`config.mk`:
```
export PLATFORM = sky130hd
export DESIGN_NAME = static_memory_bank_controller
export DESIGN_NICKNAME = d
export VERILOG_FILES = /design/src/core/smc_pkg.sv /design/src/core/static_memory_bank_controller.sv
export SDC_FILE = /design/constraint.sdc
export NUM_CORES = 1
export LEC_CHECK = 0
export BUFFER_PORTS_ARGS = -buffer_cell sky130_fd_sc_hd__buf_2
export CAP_MARGIN = 20
export CORE_MARGIN = 2
export CORE_UTILIZATION = 45
export CTS_CLUSTER_DIAMETER = 40
export CTS_CLUSTER_SIZE = 16
export DETAILED_ROUTE_END_ITERATION = 10
export SLEW_MARGIN = 10
export SYNTH_ARGS = -nofsm -noshare
export SYNTH_HDL_FRONTEND = slang
export SYNTH_SLANG_ARGS = --single-unit
```
`constraint.sdc`:
```
create_clock -name pclk -period 12.17 [get_ports pclk]
set_clock_uncertainty 0.15 [all_clocks]
set_input_delay 1.8255 -clock pclk [delete_from_list [all_inputs] [get_ports pclk]]
set_output_delay 1.8255 -clock pclk [all_outputs]
set_load 0.05 [all_outputs]
```
`src/core/smc_pkg.sv`:
```
// Constants shared by the static memory bank controller.
package smc_pkg;
    localparam int NBANK = 8;
    localparam logic [31:0] WIN_BASE = 32'h4000_0000;
    localparam logic [31:0] WIN_LAST = 32'h5fff_ffff;
    localparam int WIN_SHIFT = 26;
    localparam logic [11:0] BANK_STRIDE = 12'h01c;
    localparam logic [11:0] OFF_IDLE = 12'h000;
    localparam logic [11:0] OFF_RDWAIT = 12'h004;
    localparam logic [11:0] OFF_WRWAIT = 12'h008;
    localparam logic [11:0] OFF_OEDLY = 12'h00c;
    localparam logic [11:0] OFF_WEDLY = 12'h010;
    localparam logic [11:0] OFF_CFG = 12'h014;
    localparam logic [11:0] OFF_STAT = 12'h018;
    localparam logic [11:0] OFF_IRQ_MASK = 12'h0e0;
    localparam logic [11:0] OFF_IRQ_STAT = 12'h0e4;
    localparam logic [3:0] RST_IDLE = 4'hf;
    localparam logic [4:0] RST_WAIT = 5'h1f;
    localparam logic [3:0] RST_OEDLY = 4'h0;
    localparam logic [3:0] RST_WEDLY = 4'h1;
    localparam logic [7:0] RST_CFG_B0 = 8'h80;
    localparam logic [7:0] RST_CFG_B1 = 8'h00;
    localparam logic [7:0] RST_CFG_B2 = 8'h40;
    localparam logic [7:0] RST_CFG_OTHER = 8'h00;
    // Configuration fields.
    localparam int CFG_LANE_BIT = 0;
    localparam int CFG_WP_BIT = 3;
    localparam int CFG_WIDTH_LO = 6;
    localparam logic [1:0] WIDTH_8 = 2'h0;
    localparam logic [1:0] WIDTH_16 = 2'h1;
    localparam logic [1:0] WIDTH_32 = 2'h2;
    localparam int STAT_WPERR_BIT = 1;
    localparam int ADDR_W = 26;
endpackage

```
`src/core/static_memory_bank_controller.sv`:
```
// Static memory bank controller: APB registers, system port, memory pins.
// Behaviour
// - Eight banks each hold their own configuration and all stay usable.
// - Banks decode fixed 64 MB windows from 0x4000_0000 to 0x5fff_ffff.
// - Any bank may serve SRAM, ROM, flash, burst ROM or mapped I/O.
// - A width field per bank selects 8, 16 or 32 bit external data.
// - The byte-lane mode bit is 0 for 8-bit parts and 1 for wider parts.
// - 32-bit banks drop A0 and A1, 16-bit banks drop A0, 8-bit use A0.
// - Eight bank selects, four byte-lane selects, a write and read strobe.
// - A write-protected bank never sees a write strobe.
// - A write to a protected bank sets that bank's protect error flag.
// - Reads and writes have their own programmable wait-state counts.
// - Idle turn-around cycles separate a read from a following write to the same bank.
// - Idle count 4 bits reset 0xf, wait counts 5 bits reset 0x1f.
// - Read strobe delay resets to 0, write strobe delay resets to 1.
// - Configuration resets to 0x80, 0x00, 0x40 for banks 0, 1, 2.
`timescale 1ns/1ps
`default_nettype none
module static_memory_bank_controller
(
    input  wire logic        pclk,
    input  wire logic        presetn,
    input  wire logic        clk_en,
    input  wire logic        psel,
    input  wire logic        penable,
    input  wire logic        pwrite,
    input  wire logic [11:0] paddr,
    input  wire logic [31:0] pwdata,
    output logic             pready,
    output logic             pslverr,
    output logic [31:0]      prdata,
    output logic             irq,
    input  wire logic        sys_req,
    input  wire logic        sys_write,
    input  wire logic [31:0] sys_addr,
    input  wire logic [3:0]  sys_be,
    input  wire logic [31:0] sys_wdata,
    output logic             sys_done,
    output logic             sys_err,
    output logic [31:0]      sys_rdata,
    output logic [7:0]       mem_cs_n,
    output logic [3:0]       byte_lane_select_n,
    output logic             mem_we_n,
    output logic             mem_oe_n,
    output logic [25:0]      mem_addr,
    output logic [31:0]      mem_dout,
    output logic             mem_doe,
    input  wire logic [31:0] mem_din
);
    typedef enum logic [2:0] {S_IDLE, S_TURN, S_LEAD, S_STROBE, S_NEXT,
                              S_DONE} state_t;

    logic [3:0] idle_r   [8];
    logic [4:0] rdwait_r [8];
    logic [4:0] wrwait_r [8];
    logic [3:0] oedly_r  [8];
    logic [3:0] wedly_r  [8];
    logic [7:0] cfg_r    [8];
    logic [7:0] wperr_r;
    logic [7:0] irq_mask_r;
    state_t     state_r;
    logic [2:0] bank_r;
    logic [4:0] cnt_r;
    logic [1:0] part_r;
    logic [1:0] nparts_r;
    logic       last_rd_r;
    logic [2:0] last_bank_r;
    logic [31:0] rbuf_r;

    logic       apb_wr;
    logic       apb_rd;
    logic [2:0] reg_bank;
    logic [11:0] reg_off;
    logic       in_bank_area;
    logic       in_win;
    logic [2:0] sel_bank;
    logic [1:0] width;
    logic [1:0] parts_need;
    logic       wp_hit;
    logic [3:0] lanes;
    logic [7:0] wperr_set;

    assign apb_wr = psel && penable && pwrite && clk_en;
    assign apb_rd = psel && !pwrite;
    assign reg_bank = 3'(paddr / smc_pkg::BANK_STRIDE);
    assign reg_off = paddr - 12'(reg_bank) * smc_pkg::BANK_STRIDE;
    assign in_bank_area = paddr < 12'(smc_pkg::NBANK) * smc_pkg::BANK_STRIDE;
    assign pready = 1'b1;

    assign in_win = sys_addr >= smc_pkg::WIN_BASE
                    && sys_addr <= smc_pkg::WIN_LAST;
    assign sel_bank = 3'((sys_addr - smc_pkg::WIN_BASE) >> smc_pkg::WIN_SHIFT);
    assign width = cfg_r[bank_r][smc_pkg::CFG_WIDTH_LO +: 2];
    always_comb
    begin
        case (cfg_r[sel_bank][smc_pkg::CFG_WIDTH_LO +: 2])
            smc_pkg::WIDTH_8:  parts_need = 2'd3;
            smc_pkg::WIDTH_16: parts_need = 2'd1;
            default:           parts_need = 2'd0;
        endcase
    end
    assign wp_hit = sys_write && cfg_r[sel_bank][smc_pkg::CFG_WP_BIT];

    // Bytes of the word that the current part carries, by bank width.
    always_comb
    begin
        case (width)
            smc_pkg::WIDTH_8:  lanes = 4'(sys_be[part_r]);
            smc_pkg::WIDTH_16: lanes = part_r[0] ? {2'b00, sys_be[3:2]}
                                                 : {2'b00, sys_be[1:0]};
            default:           lanes = sys_be;
        endcase
    end

    genvar g;
    generate
        for (g = 0; g < smc_pkg::NBANK; g++)
        begin : g_bank
            localparam logic [7:0] CFG_RST =
                (g == 0) ? smc_pkg::RST_CFG_B0 :
                (g == 1) ? smc_pkg::RST_CFG_B1 :
                (g == 2) ? smc_pkg::RST_CFG_B2 : smc_pkg::RST_CFG_OTHER;
            logic hit;
            assign hit = apb_wr && in_bank_area && reg_bank == 3'(g);
            always_ff @(posedge pclk or negedge presetn)
            begin
                if (!presetn)
                begin
                    idle_r[g]   <= smc_pkg::RST_IDLE;
                    rdwait_r[g] <= smc_pkg::RST_WAIT;
                    wrwait_r[g] <= smc_pkg::RST_WAIT;
                    oedly_r[g]  <= smc_pkg::RST_OEDLY;
                    wedly_r[g]  <= smc_pkg::RST_WEDLY;
                    cfg_r[g]    <= CFG_RST;
                end
                else if (hit)
                begin
                    case (reg_off)
                        smc_pkg::OFF_IDLE:   idle_r[g]   <= pwdata[3:0];
                        smc_pkg::OFF_RDWAIT: rdwait_r[g] <= pwdata[4:0];
                        smc_pkg::OFF_WRWAIT: wrwait_r[g] <= pwdata[4:0];
                        smc_pkg::OFF_OEDLY:  oedly_r[g]  <= pwdata[3:0];
                        smc_pkg::OFF_WEDLY:  wedly_r[g]  <= pwdata[3:0];
                        smc_pkg::OFF_CFG:    cfg_r[g]    <= pwdata[7:0];
                        default:             ;
                    endcase
                end
            end
            assign wperr_set[g] = state_r == S_IDLE && sys_req && in_win
                                  && wp_hit && sel_bank == 3'(g) && clk_en;
            always_ff @(posedge pclk or negedge presetn)
            begin
                if (!presetn)
                    wperr_r[g] <= 1'b0;
                else if (wperr_set[g])
                    wperr_r[g] <= 1'b1;
                else if (clk_en && ((hit && reg_off == smc_pkg::OFF_STAT
                         && pwdata[smc_pkg::STAT_WPERR_BIT])
                         || (apb_wr && paddr == smc_pkg::OFF_IRQ_STAT
                         && pwdata[g])))
                    wperr_r[g] <= 1'b0;
            end
        end
    endgenerate

    always_ff @(posedge pclk or negedge presetn)
    begin
        if (!presetn)
            irq_mask_r <= 8'h00;
        else if (apb_wr && paddr == smc_pkg::OFF_IRQ_MASK)
            irq_mask_r <= pwdata[7:0];
    end
    assign irq = |(wperr_r & irq_mask_r);

    // Reads answer in the access phase; unmapped offsets give pslverr.
    always_comb
    begin
        prdata = 32'h0000_0000;
        pslverr = 1'b0;
        if (in_bank_area)
        begin
            case (reg_off)
                smc_pkg::OFF_IDLE:   prdata = 32'(idle_r[reg_bank]);
                smc_pkg::OFF_RDWAIT: prdata = 32'(rdwait_r[reg_bank]);
                smc_pkg::OFF_WRWAIT: prdata = 32'(wrwait_r[reg_bank]);
                smc_pkg::OFF_OEDLY:  prdata = 32'(oedly_r[reg_bank]);
                smc_pkg::OFF_WEDLY:  prdata = 32'(wedly_r[reg_bank]);
                smc_pkg::OFF_CFG:    prdata = 32'(cfg_r[reg_bank]);
                smc_pkg::OFF_STAT:   prdata = 32'({wperr_r[reg_bank], 1'b0});
                default:             pslverr = psel && penable;
            endcase
        end
        else if (paddr == smc_pkg::OFF_IRQ_MASK)
            prdata = 32'(irq_mask_r);
        else if (paddr == smc_pkg::OFF_IRQ_STAT)
            prdata = 32'(wperr_r);
        else
            pslverr = psel && penable;
        if (!apb_rd)
            prdata = 32'h0000_0000;
    end

    always_ff @(posedge pclk or negedge presetn)
    begin
        if (!presetn)
        begin
            state_r     <= S_IDLE;
            bank_r      <= 3'd0;
            cnt_r       <= 5'd0;
            part_r      <= 2'd0;
            nparts_r    <= 2'd0;
            last_rd_r   <= 1'b0;
            last_bank_r <= 3'd0;
        end
        else if (clk_en)
        begin
            case (state_r)
                S_IDLE:
                    if (sys_req && in_win && !wp_hit)
                    begin
                        bank_r   <= sel_bank;
                        part_r   <= 2'd0;
                        nparts_r <= parts_need;
                        if (sys_write && last_rd_r && last_bank_r == sel_bank)
                        begin
                            cnt_r   <= 5'(idle_r[sel_bank]);
                            state_r <= S_TURN;
                        end
                        else
                        begin
                            cnt_r <= sys_write ? 5'(wedly_r[sel_bank])
                                               : 5'(oedly_r[sel_bank]);
                            state_r <= S_LEAD;
                        end
                    end
                    else if (sys_req)
                        state_r <= S_DONE;
                S_TURN:
                    if (cnt_r == 5'd0)
                    begin
                        cnt_r   <= 5'(wedly_r[bank_r]);
                        state_r <= S_LEAD;
                    end
                    else
                        cnt_r <= cnt_r - 5'd1;
                S_LEAD:
                    if (cnt_r == 5'd0)
                    begin
                        cnt_r   <= sys_write ? wrwait_r[bank_r]
                                             : rdwait_r[bank_r];
                        state_r <= S_STROBE;
                    end
                    else
                        cnt_r <= cnt_r - 5'd1;
                S_STROBE:
                    if (cnt_r == 5'd0)
                        state_r <= S_NEXT;
                    else
                        cnt_r <= cnt_r - 5'd1;
                S_NEXT:
                begin
                    last_rd_r   <= !sys_write;
                    last_bank_r <= bank_r;
                    if (part_r == nparts_r)
                        state_r <= S_DONE;
                    else
                    begin
                        part_r  <= part_r + 2'd1;
                        cnt_r   <= sys_write ? 5'(wedly_r[bank_r])
                                             : 5'(oedly_r[bank_r]);
                        state_r <= S_LEAD;
                    end
                end
                S_DONE:
                    state_r <= S_IDLE;
                default:
                    state_r <= S_IDLE;
            endcase
        end
    end

    // Read data is taken one step after the strobe: the read strobe is a
    // registered pin, so only then has it been low for a whole cycle, even
    // with a wait count of zero.
    always_ff @(posedge pclk or negedge presetn)
    begin
        if (!presetn)
            rbuf_r <= 32'h0000_0000;
        else if (clk_en && state_r == S_NEXT && !sys_write)
        begin
            case (width)
                smc_pkg::WIDTH_8:  rbuf_r[8*part_r +: 8] <= mem_din[7:0];
                smc_pkg::WIDTH_16: rbuf_r[16*part_r[0] +: 16] <= mem_din[15:0];
                default:           rbuf_r <= mem_din;
            endcase
        end
    end
    assign sys_rdata = rbuf_r;
    assign sys_done  = state_r == S_DONE;
    assign sys_err   = state_r == S_DONE && !(in_win && !wp_hit);

    // Pin outputs registered so strobes are glitch free.
    always_ff @(posedge pclk or negedge presetn)
    begin
        if (!presetn)
        begin
            mem_cs_n           <= 8'hff;
            byte_lane_select_n <= 4'hf;
            mem_we_n           <= 1'b1;
            mem_oe_n           <= 1'b1;
            mem_addr           <= 26'h0000000;
            mem_dout           <= 32'h0000_0000;
            mem_doe            <= 1'b0;
        end
        else if (clk_en)
        begin
            mem_cs_n <= 8'hff;
            byte_lane_select_n <= 4'hf;
            mem_we_n <= 1'b1;
            mem_oe_n <= 1'b1;
            mem_doe  <= 1'b0;
            if (state_r == S_LEAD || state_r == S_STROBE)
            begin
                mem_cs_n[bank_r] <= 1'b0;
                mem_doe <= sys_write;
                case (width)
                    smc_pkg::WIDTH_8:  mem_addr <= {sys_addr[25:2], part_r};
                    smc_pkg::WIDTH_16: mem_addr <= {sys_addr[25:2], part_r[0],
                                                    1'b0};
                    default:           mem_addr <= {sys_addr[25:2], 2'b00};
                endcase
                case (width)
                    smc_pkg::WIDTH_8:  mem_dout <= 32'(sys_wdata[8*part_r
                                                      +: 8]);
                    smc_pkg::WIDTH_16: mem_dout <= 32'(sys_wdata[16*part_r[0]
                                                      +: 16]);
                    default:           mem_dout <= sys_wdata;
                endcase
                if (state_r == S_STROBE)
                begin
                    mem_we_n <= !(sys_write
                                  && !cfg_r[bank_r][smc_pkg::CFG_WP_BIT]);
                    mem_oe_n <= sys_write;
                    // lanes follow the mode bit on reads
                    byte_lane_select_n <= (sys_write ||
                        cfg_r[bank_r][smc_pkg::CFG_LANE_BIT]) ? ~lanes : 4'hf;
                end
            end
        end
    end
    // no device type restriction: timing alone is programmed.
endmodule // static_memory_bank_controller
`default_nettype wire

```
**After elaboration in Yosys (flattened, before gate mapping)**

Index checks and enable logic that the tools add are counted.

- Register bits after elaboration: 380
- Input port bits: 152
- Logic and storage cells: 421

- $add $sub $neg: 6
- Multipliers: 1
- Div/mod/pow operators: 1
- Magnitude comparators: 10
- Equality and inequality tests: 38
- Shift-type cells: 6
- Mux-type cells: 114
- Bitwise operators: 6
- Reductions and logical operators: 167

Operators with widths:

| kind | count |
|---|---|
| 32-bit case mux with 2 select lines | 2 |
| 2-bit AND reduction | 50 |
| 4-bit binary-select mux with 3-bit select | 8 |
| 4-bit 2-to-1 mux | 22 |
| 1-bit logical AND | 78 |
| 8-bit binary-select mux with 3-bit select | 3 |
| 8-bit 2-to-1 mux | 9 |
| 5-bit 2-to-1 mux | 14 |
| 5-bit negation with 34-bit output | 2 |
| 32-bit bitwise mux | 2 |
| 32-bit 2-to-1 mux | 2 |
| 5-bit binary-select mux with 3-bit select | 4 |
| 8-bit case mux with 7 select lines | 1 |
| 12-bit by 5-bit equality test with 1-bit output, second input constant | 3 |
| 16-bit by 34-bit variable shift with 32-bit output, first input constant | 1 |
| 8-bit by 34-bit variable shift with 32-bit output, first input constant | 1 |
| 16-bit by 34-bit variable part select with 32-bit output | 1 |
| 8-bit by 34-bit variable part select with 32-bit output | 1 |
| 32-bit by 31-bit greater-or-equal comparator with 1-bit output, second input constant | 1 |
| 32-bit by 31-bit <= comparator with 1-bit output, second input constant | 1 |
| 32-bit by 6-bit variable part select with 16-bit output | 1 |
| 32-bit by 6-bit variable part select with 8-bit output | 1 |
| 3-bit equality test, second input constant | 10 |
| 29-bit by 1-bit subtractor with 29-bit output, second input constant | 1 |
| other kinds (48) | 130 |

**Depth between registers and ports, before layout**

- Depth in word-level cells: 11
- Gate-level depth with buffers: 34
- Depth with buffers taken out: 28

**Least setup slack after synthesis**

No wires, ideal clock.

- Path type: input -> output
- Start: input paddr[11]
- End: output prdata[3]
- Arrival time: 9336 ps
- Slack: 859 ps
- Stages on the path: 29
- Buffers on the path: 6
- Cells stage by stage: buf_2 > or2_1 > o32ai_1 > or3_1 > mux2i_1 > clkbuf_1 > nand2_1 > o21ai_2 > clkbuf_1 > clkbuf_1 > clkbuf_1 > fa_1 > inv_1 > ha_1 > fa_1 > inv_1 > ha_1 > nor3_1 > o21ai_0 > a31o_2 > nor4_1 > nand2_1 > clkbuf_1 > nor4_1 > nand3_1 > o22ai_1 > or4_1 > a2111oi_2 > a31oi_1

- Cells in the longest elaborated chain, start to end: 8
- Elaborated cells on any way between the ends: 37
- Those cells by class: 1 x add/sub; 1 x mul; 1 x div; 1 x order compare; 8 x eq/ne; 23 x mux; 1 x bitwise; 1 x reduce/logical

Ends and longest elaborated chain:

| element | RTL line | source |
|---|---|---|
| start, declared | static_memory_bank_controller.sv:27 | `input wire logic [11:0] paddr,` |
| parallel branches: the longest is 6 deep, another holds 12-bit by 5-bit divider with 12-bit output | n/a |  |
| 32-bit 2-to-1 mux * | static_memory_bank_controller.sv:180 | `if (in_bank_area)` |
| 32-bit 2-to-1 mux * | static_memory_bank_controller.sv:199 | `if (!apb_rd)` |
| end, declared | static_memory_bank_controller.sv:31 | `output logic [31:0] prdata,` |

Every way passes the cells marked *. The select of a mux whose other input is x is not followed.

**Worst setup path after layout**

- Start: input paddr[9]
- End: output prdata[0]

The elaborated chain is that of the path after synthesis.

==> results.py <==
metrics = {
    "detailed_routing": {
        "wl_per_cell_um": 23.9,
        "first_iter_violations": 1749,
        "finalWirelength_um": 75400,
        "vias_per_cell": 6.11,
        "postRouteAntennaNets": 0,
        "vias": 19300,
        "drc": 0,
        "drt_first_pass_iters": 6,
    },
    "synthesis": {
        "synth_area_per_cell_sq_um": 10.2,
        "async_flop_share_pct": 100,
        "yosys_most_used_dff": "dfrtp_1",
        "ys_ff_latch": 380,
        "synth-edff-count": 0,
        "ys_types": 88,
        "syn_inst": 2238,
        "ys_warn_count": 0,
        "synth_area_sq_um": 22800,
        "synth_seq_area_share_pct": 42.4,
    },
    "clock_tree": {
        "cts_hold_buf": 0,
        "insertion_delay_ns": 0.65,
        "cts-buffers-inserted": 60,
        "clkTransAtPathRegs_ns": 0.06,
        "cts_buffer_depth": 3,
        "postCtsSetupBuffers": 0,
        "h-tree-depth": 2,
        "cts_tree": "done",
        "clockRootBuffer": "clkbuf_16",
        "cts.sinks": 380,
        "ctsResizeCount": 0,
    },
    "finish": {
        "nFillCells": 4529,
        "antennaDiodeCount": 0,
        "syn_to_final_growth_pct": 17.2,
        "instances_no_fill": 3157,
        "nets": 2610,
        "layout-drive-gt1-share_pct": 35.9,
        "post-route-util_pct": 53.4,
    },
    "sta": {
        "setup_viol": 0,
        "drv_slew": 0,
        "period_share_pct": 96.0,
        "hold_violations": 0,
        "tns_ns": 0,
        "rsz0062_at_grt": "false",
        "finalCriticalPeriod_ns": 11.68,
        "setup_slack_ns": 0.488,
        "maxSlewHeadroom_pct": 26.8,
        "max_freq_mhz": 85.6,
        "tightest_slew_ns": 1.10,
    },
    "setup_path": {
        "startpoint_type": "input pin",
        "cpMaxStageDelayCell": "nor4_1",
        "cp-end-kind": "primary output",
        "cp_slowest_stage_delay_ns": 0.51,
        "regToRegSetupSlack_ns": 7.93,
        "required_ns": 10.19,
        "crit_path_max_fanout": 27,
        "worstReg2RegStart": "bank_r[2]",
        "cp_data_arrival_time_ns": 9.71,
        "worstRegToRegCells": 10,
        "worstSetupPathType": "in2out",
        "timing.rr.end": "sys_rdata[5]",
    },
    "floorplan": {
        "coreArea_sq_um": 50100,
        "start_util_pct": 45.6,
        "die_h_um": 229,
        "die_area_sq_um": 52500,
        "std_cell_rows": 82,
        "pin_count": 294,
        "die_w_um": 229,
    },
    "place": {
        "gp_routability_congestion": 0.933,
        "port_buffers": 242,
        "dpl.hpwl_um": 52000,
        "place_worst_setup_slack_ns": 0.547,
        "dp_cells": 3039,
    },
    "global_routing": {
        "grt_max_degree": 130,
        "grt_pass1_vias": 19000,
        "antenna_found_initial": 0,
        "gr-total-overflow": 0,
        "track_usage_pct": 28.5,
        "grt_pass1_wl_um": 117000,
    },
    "run": {
        "cap_violations": 0,
    },
    "power": {
        "p_per_area_nw_per_um2": 201,
        "peakVddDrop_mv": 0.127,
        "power_leakage_uw": 0.0119,
    },
    "hold_path": {
        "hold_depth": 2,
        "hold_class": "reg2reg",
        "min_to": "mem_addr[18]",
        "min_from": "mem_addr[18]",
    },
    "run_status": {
        "status": "complete, no violations",
    },
}
==> flip-flops by register name, indices dropped and copies added (netlist names), 4 cells and up <==
name,count
byte_lane_select_n,4
cfg_r,64
cnt_r,5
idle_r,32
irq_mask_r,8
mem_addr,26
mem_cs_n,8
mem_dout,32
oedly_r,32
rdwait_r,40
sys_rdata,32
wedly_r,32
wperr_r,8
wrwait_r,40
==> cells in the mapped netlist (6+ instances only) <==
| library cell | instances | area [sq um] |
|---|---|---|
| a21oi_1 | 100 | 500 |
| and3_1 | 13 | 81.3 |
| or3_1 | 9 | 56.3 |
| dfrtp_1 | 244 | 6110 |
| buf_4 | 30 | 225 |
| nand4_1 | 10 | 62.6 |
| buf_2 | 20 | 100 |
| nand2_1 | 320 | 1200 |
| nand3_1 | 74 | 370 |
| o21ai_0 | 105 | 526 |
| a211oi_1 | 14 | 105 |
| o211ai_1 | 25 | 188 |
| o21ai_1 | 6 | 30.0 |
| clkbuf_1 | 105 | 394 |
| nor3_1 | 24 | 120 |
| mux2i_1 | 113 | 1130 |
| a221oi_1 | 19 | 166 |
| inv_1 | 30 | 113 |
| a31oi_1 | 23 | 144 |
| xor2_1 | 7 | 61.3 |
| nor2b_1 | 25 | 156 |
| a21o_1 | 8 | 60.1 |
| ha_1 | 20 | 250 |
| a22o_1 | 37 | 324 |
| mux2_2 | 270 | 3040 |
| buf_1 | 24 | 90.1 |
| o22ai_1 | 35 | 219 |
| and2_1 | 13 | 81.3 |
| dfstp_2 | 136 | 3570 |
| nor4_1 | 12 | 75.1 |
| mux4_2 | 57 | 1280 |
| a22oi_1 | 23 | 173 |
| xnor2_1 | 10 | 87.6 |
| nor2_1 | 155 | 582 |
| a211o_1 | 7 | 61.3 |
| o31ai_1 | 10 | 75.1 |
==> layout make-up <==
| type | count | area, sq um | share of cell area, % |
|---|---|---|---|
| clock inverters | 47 | 598 | 2.24 |
| inverters | 33 | 124 | 0.463 |
| well taps | 672 | 841 | 3.14 |
| repair buffers | 295 | 1670 | 6.26 |
| clock buffers | 66 | 1540 | 5.77 |
| multi-input cells | 1664 | 12300 | 45.9 |
| flip-flops and latches | 380 | 9680 | 36.2 |
==> worst max path at each step <==
stage | start | end | slack [ns] | cells past startpoint
finish | paddr[9] | prdata[0] | 0.49 | 32
global route | paddr[9] | prdata[3] | 0.05 | 31
CTS | paddr[9] | prdata[0] | 0.49 | 29
detailed placement | paddr[9] | prdata[0] | 0.55 | 29
global placement | paddr[11] | prdata[2] | 0.76 | 29
floorplan | paddr[11] | prdata[3] | 0.86 | 29
==> report_power, final <==
group | internal [uW] | leakage [uW] | switching, uW | total, uW
clock network | 1080 | 0.00101 | 713 | 1790
registers | 1440 | 0.00470 | 135 | 1570
logic | 550 | 0.00614 | 1470 | 2020
total | 3060 | 0.0119 | 2310 | 5380
==> critical path: cells and delay by family <==
| kind | cells | cell delay (ns) |
|---|---|---|
| AOI/OAI and AO/OA | 10 | 2.28 |
| adders and majority gates | 4 | 1.54 |
| buffers and inverters | 9 | 1.60 |
| and+or+nand+nor | 9 | 2.42 |
==> layer usage <==
metal / GRT usage, % / wire length [um] / vias to the layer above
met3: 6.16 / 6290 / 177
met2: 45.5 / 35100 / 876
met1: 37.7 / 31100 / 9674
met4: 11.8 / 2980 / 0
met5: 0 / 0 / -
li1: - / - / 8571
==> through the flow <==
stage | power (uW) | instance area [sq um] | hold WS (ns)
2_1_floorplan | 3000 | 22900 | 0.301
3_3_place_gp | 3560 | 24500 | 0.302
3_5_place_dp | 3580 | 24500 | 0.307
4_1_cts | 5390 | 26700 | 0.322
5_1_grt | 5630 | 26700 | 0.340
6_report | 5380 | 26700 | 0.318
==> cells in the final DEF, fill, tap and decap left out, drive strengths merged, types with 5 or more instances in the layout <==
cell and n:
nand2 320, a211o 7, xor2 7, o21ai 113
a21boi 6, nand4 10, a21oi 101, clkbuf 66
o31ai 10, mux4 57, dfrtp 244, nor2 155
a21o 8, and2 13, nor4 13, a221oi 19
conb 25, a22o 37, clkinvlp 10, nor3 24
a22oi 23, clkinv 16, nand3 74, bufinv 6
a31oi 23, nor2b 25, and3 13, buf 295
o22ai 35, inv 48, dfstp 136, or3 10
o221ai 5, nand2b 5, mux2i 113, o211ai 26
ha 20, a211oi 14, mux2 270, xnor2 11
==> logic make-up (layout without fill, tap and decap cells) <==
kind of cell	after synthesis	in the layout	share of synthesized area (%)
DFF	380	380	42.4
xor gates and xnor gates	18	18	0.724
other	2	25	0.0329
muxes	440	440	23.9
and+or+nand+nor	684	684	13.3
buffers and inverters	217	441	4.34
AOI/OAI and AO/OA	472	472	13.8
adders and majority gates	25	25	1.49
No activity file was read; power rests on OpenSTA's default activity.
